### src/rtl/tss_pkg.sv
// package for the thermal supervisor smbus slave: types and constants
// assumes one 250 MHz clock; pins are sampled inside the slave
//
// Contract
// - slave address is 1001 followed by three strapped pin bits, 48h-4Fh.
// - acknowledge and respond only when the address byte matches our own.
// - a diode on the shared pin reads as address bit two equal zero.
// - polarity bit picks alert sense; mode bit picks comparator or interrupt.
// - while alert mask is set the alert pin is never pulled low.
// - event when result exceeds setpoint or falls below hysteresis.
// - temperatures are 9-bit two's complement; compares are signed.
// - sensor select bit: zero internal, one remote; resets to zero.
// - writing config to remote restarts conversion, then updates status.
// - remote diode fault forces full-scale reading 0 1111 1111.
// - faults are reported only after the debounce count of conversions.
// - write byte and write word: address, command byte, data bytes.
// - read: address, command, repeated start, address read, then data.
// - pointer-reuse read returns one or two bytes from last pointer.
// - each command byte latches into the write-only pointer; it persists.
// - pointer 0..3 selects result, config, hysteresis, setpoint.
// - config is one byte wide, byte transactions only.
// - result and thresholds are 9 bits left-justified in 16-bit words.
// - device only pulls data low or releases it.
// - temperature lsb is 0.5 degrees, left-justified, low seven bits zero.
// - comparator mode: alert holds until below hysteresis for debounce.
// - interrupt mode: status clears on any register read or shutdown.
// - reset setpoint is +80 degrees, hysteresis +75 degrees.
package tss_pkg;
  localparam logic [3:0] ADDR_HI      = 4'h9;
  localparam logic [1:0] PTR_RESULT   = 2'h0;
  localparam logic [1:0] PTR_SETTINGS = 2'h1;
  localparam logic [1:0] PTR_HYST     = 2'h2;
  localparam logic [1:0] PTR_SETPOINT = 2'h3;
  localparam logic [8:0] HYST_RESET   = 9'h096;
  localparam logic [8:0] SETPT_RESET  = 9'h0a0;
  localparam logic [8:0] FULL_SCALE   = 9'h0ff;
  localparam logic [7:0] SETTINGS_RST = 8'h00;
  // settings register bit positions
  localparam int B_HALT  = 0;
  localparam int B_MODE  = 1;
  localparam int B_POL   = 2;
  localparam int B_FQ    = 3;
  localparam int B_ZONE  = 5;
  localparam int B_MASK  = 6;
  localparam int B_STS   = 7;
  // conversion time, in microseconds, of one internal conversion
  localparam int CONV_US     = 100;
  localparam int CLK_MHZ     = 250;
  localparam int CONV_CYCLES = CONV_US * CLK_MHZ;

  typedef enum logic [2:0] {
    ST_IDLE = 3'b000,
    ST_ADDR = 3'b001,
    ST_AACK = 3'b011,
    ST_WRX  = 3'b010,
    ST_WACK = 3'b110,
    ST_RTX  = 3'b111,
    ST_RACK = 3'b101
  } tss_bus_st_t;

  typedef struct packed {
    logic       sda_oe;
    logic       alert_oe;
  } tss_pins_t;

  typedef struct packed {
    logic [8:0] temp;
    logic       valid;
    logic       fault;
  } tss_conv_t;
endpackage : tss_pkg

### src/rtl/tss_slave.sv
// smbus slave, register file and alert logic of the thermal supervisor
// assumes scl/sda/strap pins are asynchronous and the host owns scl
`timescale 1ns/10ps
module tss_slave #(
  parameter int CONV_CYCLES = tss_pkg::CONV_CYCLES
) (
  // clock and reset
  input  wire logic       clk,
  input  wire logic       rst,
  // serial bus pins
  input  wire logic       scl_in,
  input  wire logic       sda_in,
  output logic            sda_out,
  output logic            sda_oe,
  // address straps
  input  wire logic       addr2_or_remote_diode,
  input  wire logic       addr_sel1,
  input  wire logic       addr_sel0,
  input  wire logic       remote_diode_present,
  // analog front end
  input  wire logic [8:0] local_sample,
  input  wire logic [8:0] remote_sample,
  input  wire logic       diode_fault,
  // alert pin, open drain
  output logic            alert_out,
  output logic            alert_oe
);
  typedef struct packed {
    logic [1:0]          scl_s;
    logic [1:0]          sda_s;
    logic                scl_p;
    logic                sda_p;
    tss_pkg::tss_bus_st_t st;
    logic [7:0]          sh;
    logic [3:0]          bits;
    logic                rw;
    logic [1:0]          nbyte;
    logic [7:0]          ptr;
    logic [15:0]         txw;
    logic [7:0]          lo_hold;
    logic [2:0]          addr_lo;
    logic                strap_done;
    logic [8:0]          temp;
    logic [7:0]          cfg;
    logic [8:0]          hyst;
    logic [8:0]          setpt;
    logic [2:0]          qcnt;
    logic                over_seen;
    logic                want_over;
    logic                cmp_alert;
    logic                restart;
    logic                drive_low;
    logic                alert_oe;
  } tss_state_t;

  tss_state_t         s_q, s_d;
  tss_pkg::tss_conv_t conv;
  logic               scl_rise, scl_fall, start_c, stop_c;
  logic               hot, cold;

  // queue depth 1, 2, 4 or 6 conversions
  function automatic logic [2:0] fq_depth(input logic [1:0] code);
    case (code)
      2'h0:    fq_depth = 3'h1;
      2'h1:    fq_depth = 3'h2;
      2'h2:    fq_depth = 3'h4;
      default: fq_depth = 3'h6;
    endcase
  endfunction : fq_depth

  // read data for a pointer, left justified
  function automatic logic [15:0] rd_word(input tss_state_t s);
    case (s.ptr[1:0])
      tss_pkg::PTR_RESULT:   rd_word = {s.temp, 7'h00};
      tss_pkg::PTR_SETTINGS: rd_word = {s.cfg, 8'h00};
      tss_pkg::PTR_HYST:     rd_word = {s.hyst, 7'h00};
      default:               rd_word = {s.setpt, 7'h00};
    endcase
  endfunction : rd_word

  tss_converter #(
    .CONV_CYCLES (CONV_CYCLES)
  ) u_conv (
    .clk           (clk),
    .rst           (rst),
    .restart       (s_q.restart),
    .halt          (s_q.cfg[tss_pkg::B_HALT]),
    .remote        (s_q.cfg[tss_pkg::B_ZONE]),
    .local_sample  (local_sample),
    .remote_sample (remote_sample),
    .diode_fault   (diode_fault),
    .conv          (conv)
  );

  // edges only from the second synchroniser stage onward
  assign scl_rise = s_q.scl_s[1] && !s_q.scl_p;
  assign scl_fall = !s_q.scl_s[1] && s_q.scl_p;
  assign start_c  = s_q.scl_s[1] && s_q.scl_p && s_q.sda_p && !s_q.sda_s[1];
  assign stop_c   = s_q.scl_s[1] && s_q.scl_p && !s_q.sda_p && s_q.sda_s[1];
  assign hot  = $signed(conv.temp) > $signed(s_q.setpt);
  assign cold = $signed(conv.temp) < $signed(s_q.hyst);

  always_comb begin
    s_d = s_q;
    s_d.scl_s   = {s_q.scl_s[0], scl_in};
    s_d.sda_s   = {s_q.sda_s[0], sda_in};
    s_d.scl_p   = s_q.scl_s[1];
    s_d.sda_p   = s_q.sda_s[1];
    s_d.restart = 1'b0;
    // straps caught once, after reset release
    if (!s_q.strap_done) begin
      s_d.strap_done = 1'b1;
      s_d.addr_lo = {addr2_or_remote_diode && !remote_diode_present,
                     addr_sel1, addr_sel0};
    end
    if (start_c) begin
      s_d.st = tss_pkg::ST_ADDR;
      s_d.bits = '0;
      s_d.drive_low = 1'b0;
    end else if (stop_c) begin
      s_d.st = tss_pkg::ST_IDLE;
      s_d.drive_low = 1'b0;
    end else begin
      case (s_q.st)
        tss_pkg::ST_ADDR: begin
          if (scl_rise) begin
            s_d.sh = {s_q.sh[6:0], s_q.sda_s[1]};
            s_d.bits = s_q.bits + 4'h1;
          end
          if (scl_fall && s_q.bits == 4'h8) begin
            if (s_q.sh[7:1] == {tss_pkg::ADDR_HI, s_q.addr_lo}) begin
              s_d.st = tss_pkg::ST_AACK;
              s_d.drive_low = 1'b1;
              s_d.rw = s_q.sh[0];
              s_d.nbyte = '0;
              s_d.txw = rd_word(s_q);
            end else begin
              s_d.st = tss_pkg::ST_IDLE;
            end
          end
        end
        tss_pkg::ST_AACK, tss_pkg::ST_WACK: begin
          if (scl_fall) begin
            s_d.bits = '0;
            if (s_q.rw) begin
              s_d.st = tss_pkg::ST_RTX;
              s_d.drive_low = !s_q.txw[15];
              s_d.txw = {s_q.txw[14:0], 1'b0};
            end else begin
              s_d.st = tss_pkg::ST_WRX;
              s_d.drive_low = 1'b0;
            end
          end
        end
        tss_pkg::ST_WRX: begin
          if (scl_rise) begin
            s_d.sh = {s_q.sh[6:0], s_q.sda_s[1]};
            s_d.bits = s_q.bits + 4'h1;
          end
          if (scl_fall && s_q.bits == 4'h8) begin
            s_d.st = tss_pkg::ST_WACK;
            s_d.drive_low = 1'b1;
            s_d.nbyte = s_q.nbyte + 2'h1;
            if (s_q.nbyte == 2'h0) begin
              s_d.ptr = s_q.sh;
            end else if (s_q.nbyte == 2'h1) begin
              s_d.lo_hold = s_q.sh;
              if (s_q.ptr[1:0] == tss_pkg::PTR_SETTINGS) begin
                s_d.cfg = {s_q.cfg[tss_pkg::B_STS], s_q.sh[6:0]};
                if (s_q.sh[tss_pkg::B_ZONE] && !s_q.cfg[tss_pkg::B_ZONE]) begin
                  s_d.restart = 1'b1;
                end
                // mode cleared from interrupt: rearm for overtemperature;
                // plain comparator writes must not lose a pending release
                if (!s_q.sh[tss_pkg::B_MODE] && s_q.cfg[tss_pkg::B_MODE]) begin
                  s_d.want_over = 1'b1;
                end
                // halt in interrupt mode drops the latched status
                if (s_q.sh[tss_pkg::B_HALT] && s_q.cfg[tss_pkg::B_MODE]) begin
                  s_d.cfg[tss_pkg::B_STS] = 1'b0;
                end
              end
            end else if (s_q.nbyte == 2'h2) begin
              // ptr 0 and reserved values are acked but not stored
              if (s_q.ptr == {6'h00, tss_pkg::PTR_HYST}) begin
                s_d.hyst = {s_q.lo_hold, s_q.sh[7]};
              end else if (s_q.ptr == {6'h00, tss_pkg::PTR_SETPOINT}) begin
                s_d.setpt = {s_q.lo_hold, s_q.sh[7]};
              end
            end
          end
        end
        tss_pkg::ST_RTX: begin
          if (scl_rise) begin
            s_d.bits = s_q.bits + 4'h1;
          end
          if (scl_fall) begin
            if (s_q.bits == 4'h8) begin
              s_d.st = tss_pkg::ST_RACK;
              s_d.drive_low = 1'b0;
            end else begin
              s_d.drive_low = !s_q.txw[15];
              s_d.txw = {s_q.txw[14:0], 1'b0};
            end
          end
        end
        tss_pkg::ST_RACK: begin
          if (scl_rise) begin
            // any completed read byte clears latched status
            if (s_q.cfg[tss_pkg::B_MODE]) begin
              s_d.cfg[tss_pkg::B_STS] = 1'b0;
            end
            s_d.st = s_q.sda_s[1] ? tss_pkg::ST_IDLE : tss_pkg::ST_AACK;
          end
        end
        default: s_d.st = tss_pkg::ST_IDLE;
      endcase
    end

    // event detection with fault queue
    if (conv.valid && !s_q.cfg[tss_pkg::B_HALT]) begin
      if ((hot && s_q.want_over) || (cold && !s_q.want_over)) begin
        if (s_q.qcnt + 3'h1 >= fq_depth(s_q.cfg[tss_pkg::B_FQ +: 2])) begin
          s_d.qcnt = '0;
          s_d.want_over = !s_q.want_over;
          s_d.cmp_alert = s_q.want_over;
          if (s_q.cfg[tss_pkg::B_MODE]) begin
            s_d.cfg[tss_pkg::B_STS] = 1'b1;
          end
        end else begin
          s_d.qcnt = s_q.qcnt + 3'h1;
        end
      end else begin
        s_d.qcnt = '0;
      end
      s_d.temp = conv.temp;
    end
    if (!s_q.cfg[tss_pkg::B_MODE]) begin
      s_d.cfg[tss_pkg::B_STS] = s_d.cmp_alert;
    end
    // active pin level vs polarity; mask blocks any pull-down
    s_d.alert_oe = !s_d.cfg[tss_pkg::B_MASK] &&
                   (s_d.cfg[tss_pkg::B_STS] == !s_d.cfg[tss_pkg::B_POL]);
  end

  always_ff @(posedge clk or posedge rst) begin
    if (rst) begin
      s_q <= '0;
      s_q.scl_s <= 2'h3;
      s_q.sda_s <= 2'h3;
      s_q.scl_p <= 1'b1;
      s_q.sda_p <= 1'b1;
      s_q.st <= tss_pkg::ST_IDLE;
      s_q.ptr <= {6'h00, tss_pkg::PTR_RESULT};
      s_q.cfg <= tss_pkg::SETTINGS_RST;
      s_q.hyst <= tss_pkg::HYST_RESET;
      s_q.setpt <= tss_pkg::SETPT_RESET;
      s_q.want_over <= 1'b1;
    end else begin
      s_q <= s_d;
    end
  end

  assign sda_out   = 1'b0;
  assign sda_oe    = s_q.drive_low;
  assign alert_out = 1'b0;
  assign alert_oe  = s_q.alert_oe;
endmodule : tss_slave

### src/rtl/tss_converter.sv
// conversion sequencer: paces results and applies the diode fault override
// assumes adc samples arrive as levels from the analog front end, same clock
`timescale 1ns/10ps
module tss_converter #(
  parameter int CONV_CYCLES = tss_pkg::CONV_CYCLES
) (
  // clock and reset
  input  wire logic              clk,
  input  wire logic              rst,
  // control
  input  wire logic              restart,
  input  wire logic              halt,
  input  wire logic              remote,
  // analog front end
  input  wire logic [8:0]        local_sample,
  input  wire logic [8:0]        remote_sample,
  input  wire logic              diode_fault,
  // result
  output tss_pkg::tss_conv_t     conv
);
  typedef struct packed {
    logic [31:0]        cnt;
    tss_pkg::tss_conv_t out;
  } tss_cv_state_t;

  tss_cv_state_t s_q, s_d;
  logic [31:0]   span;

  // remote conversions take twice as long for input settling
  always_comb begin
    span = remote ? 32'(CONV_CYCLES * 2) : 32'(CONV_CYCLES);
    s_d = s_q;
    s_d.out.valid = 1'b0;
    if (restart || halt) begin
      s_d.cnt = '0;
    end else if (s_q.cnt >= span - 32'h1) begin
      s_d.cnt = '0;
      s_d.out.valid = 1'b1;
      s_d.out.fault = remote && diode_fault;
      if (remote && diode_fault) begin
        s_d.out.temp = tss_pkg::FULL_SCALE;
      end else begin
        s_d.out.temp = remote ? remote_sample : local_sample;
      end
    end else begin
      s_d.cnt = s_q.cnt + 32'h1;
    end
  end

  always_ff @(posedge clk or posedge rst) begin
    if (rst) begin
      s_q <= '0;
    end else begin
      s_q <= s_d;
    end
  end

  assign conv = s_q.out;
endmodule : tss_converter

### config.mk
export PLATFORM = sky130hd
export DESIGN_NAME = tss_slave
export DESIGN_NICKNAME = d
export VERILOG_FILES = /design/src/rtl/tss_pkg.sv /design/src/rtl/tss_slave.sv /design/src/rtl/tss_converter.sv
export SDC_FILE = /design/constraint.sdc
export NUM_CORES = 1
export LEC_CHECK = 0
export ABC_AREA = 1
export BUFFER_PORTS_ARGS = -buffer_cell sky130_fd_sc_hd__buf_2
export CORE_ASPECT_RATIO = 0.7
export CORE_MARGIN = 1
export CORE_UTILIZATION = 62
export DETAILED_ROUTE_END_ITERATION = 12
export GPL_ROUTABILITY_DRIVEN = 0
export GPL_TIMING_DRIVEN = 0
export PLACE_DENSITY = 0.8
export REMOVE_ABC_BUFFERS = 1
export SLEW_MARGIN = 10
export SYNTH_ARGS = -nofsm -noshare
export SYNTH_HDL_FRONTEND = slang
export SYNTH_HIERARCHICAL = 1
export SYNTH_SLANG_ARGS = --single-unit
### constraint.sdc
create_clock -name clk -period 3.86 [get_ports clk]
set_input_delay 0.772 -clock clk [delete_from_list [all_inputs] [get_ports clk]]
set_output_delay 0.772 -clock clk [all_outputs]
set_load 0.03 [all_outputs]
==> results.json <==
{
  "ant_nets": 0,
  "grt_setup_unrepaired": "false",
  "boundaryPins": 31,
  "fin_nets": 933,
  "cts-resized-gates": 0,
  "layout_cells_sized_above_1_pct": 14.24,
  "worst-path-buf-inv": 2,
  "fin_crit_ns": 2.521,
  "clk_pin_slew_ns": 0.06,
  "static-leakage-power_nw": 3.657,
  "timing.critical_path.slowest_stage_cell": "dfrtp_1",
  "finalCritPeriodShare_pct": 65.31,
  "cts_hold_buf": 0,
  "clkSinkCount": 138,
  "global_route.usage.met1_pct": 40.90,
  "via_per_inst": 5.616,
  "die_area_um2": 12060,
  "final-max-slew-violation-count": 0,
  "numPortBuffers": 28,
  "synthesis.instances": 836,
  "fin_skew_ns": 0.01016,
  "grt_util_met2_pct": 43.74,
  "cts_tree": "done",
  "cts_root_buf": "clkbuf_16",
  "grt_pass1_vias": 5570,
  "path_delay_family": "simple AND/OR/NAND/NOR gates",
  "drt-initial-drc-count": 636,
  "globalRoute.totalOverflow": 0,
  "irDropWorstVdd_uv": 332.0,
  "preCtsSetupSlack_ns": 1.337,
  "crit_path_frequent_cell": "nand2_1",
  "drt-wirelength-per-cell_um": 15.47,
  "final-setup-viol-count": 0,
  "critPathArrivalTime_ns": 2.88,
  "place.detailed.hpwl_um": 11420,
  "number_of_setup_buffers_added_after_cts": 0,
  "num_vias": 5829,
  "num_antenna_cells": 0,
  "max-slew-margin-rel_pct": 41.97,
  "critical_path_required_ns": 4.22,
  "drv_cap": 0,
  "hold_slack_ns": 0.3568,
  "synth.cell_area_um2": 7206,
  "yosysWarningCount": 6,
  "outcome": "completed",
  "area_delta_synth_final_pct": 11.29,
  "antenna_found_initial": 0,
  "cts_buffer_depth": 2,
  "grt_util_all_layers_pct": 29.50,
  "critical_path_peak_fanout": 15,
  "crit_path_cell_trace": "inv_1 -> ha_1 -> nand2_1 -> inv_1 -> nand3_1 -> nor2_1 -> nor2_2 -> nand3_2 -> nand2_1 -> nand2_1 -> nand2_1",
  "maxClockFrequency_ghz": 0.3967,
  "detail_route.first_pass.iterations": 5,
  "pwr_density_cell_nw_per_um2": 461.9,
  "timing.setup.critical_path_class": "register to register",
  "class_of_the_most_critical_hold_timing_path": "input pin to asynchronous set/reset pin",
  "cts-buffers-inserted": 17,
  "timing_hold_violations_final": 0,
  "cpPeakStageDelay_ns": 0.70,
  "synth_area_per_cell_um2": 8.619,
  "fp-row-count": 32,
  "cts.htree.levels": 4,
  "first_pass_grt_wire_length_um": 26620,
  "top_usage_layer": "met2",
  "latest_clock_arrival_within_the_worst_skew_pair_ns": 0.43,
  "initial_utilization_pct": 64.50,
  "endpoint_class_of_the_critical_path": "register",
  "wl_um": 16060,
  "setup.worst_path.start_class": "register",
  "dieWidth_um": 130.9,
  "tightest_slew_ns": 0.8672,
  "pin_count_of_the_biggest_net_entering_global_routing": 66,
  "met3_usage_pct": 7.993,
  "coreArea_um2": 11170,
  "finalWorstSetupSlack_ns": 1.339,
  "die-height_um": 92.20,
  "drc": 0
}
-- flip-flops by register name, summed over array words and instances, names as in the netlist --
register / count
s_q: 90
alert_oe: 1
sda_oe: 1
u_conv/conv: 10
u_conv/s_q: 32
s_d: 4
-- metal layers --
metal | up-vias | wire length (um)
met4 | 0 | 377
met5 | - | 0
met2 | 226 | 7075
li1 | 2776 | -
met3 | 37 | 1248
met1 | 2790 | 7359
-- cell usage in the layout, fill, tap and decap left out, types with 10 or more instances in the layout --
master / n
a21oi_1: 18
buf_2: 28
clkbuf_16: 17
conb_1: 18
dfrtp_1: 125
dfstp_2: 13
ha_1: 34
inv_1: 107
nand2_1: 199
nand3_1: 46
nand4_1: 10
nor2_1: 50
nor2_2: 16
o21ai_0: 49
o21ai_1: 31
xor2_1: 13
-- power by group --
| part | leakage [nW] | total [mW] | switching (mW) | internal, mW |
|---|---|---|---|---|
| combinational | 1.62 | 0.444 | 0.289 | 0.155 |
| sequential | 1.76 | 1.68 | 0.105 | 1.58 |
| clock | 0.272 | 1.58 | 0.660 | 0.917 |
| total | 3.66 | 3.70 | 1.05 | 2.65 |
-- area by class of cell --
| type | instances | area, um^2 |
|---|---|---|
| Clock buffer | 19 | 442.9 |
| Fill cell | 831 | 3152 |
| Timing Repair Buffer | 30 | 187.7 |
| Inverter | 117 | 444.2 |
| Sequential cell | 138 | 3470 |
| Tap cell | 153 | 191.4 |
| Clock inverter | 13 | 131.4 |
| Multi-Input combinational cell | 568 | 3152 |
-- path summary, 6_finish.rpt --
kind / from / end / slack (ns) / cells after the start
setup / recovery: s_q[32] / u_conv/conv[10] / 1.34 / 11
hold / removal: rst / s_q[7] / 0.36 / 2
setup reg to reg: s_q[32] / u_conv/conv[10] / 1.34 / 11
hold reg to reg: s_d[103] / s_d[99] / 0.36 / 0
max in group asynchronous: rst / s_q[99] / 2.80 / 3
min in group clk: s_d[103] / s_d[99] / 0.36 / 0
-- through the flow --
step           setup TNS (ns)  util [%]  cells  area (um^2)  power (mW)
3_5_place_dp                0     66.64   1006         7445       2.134
6_report                    0     71.79   1038         8019       3.704
5_1_grt                     0     71.79   1038         8019       3.864
4_1_cts                     0     71.79   1038         8019       3.712
2_1_floorplan               0         -    823         7063       1.992
3_3_place_gp           -28.66     66.20   1004         7395       2.099
Power figures use the tool's default switching activity.
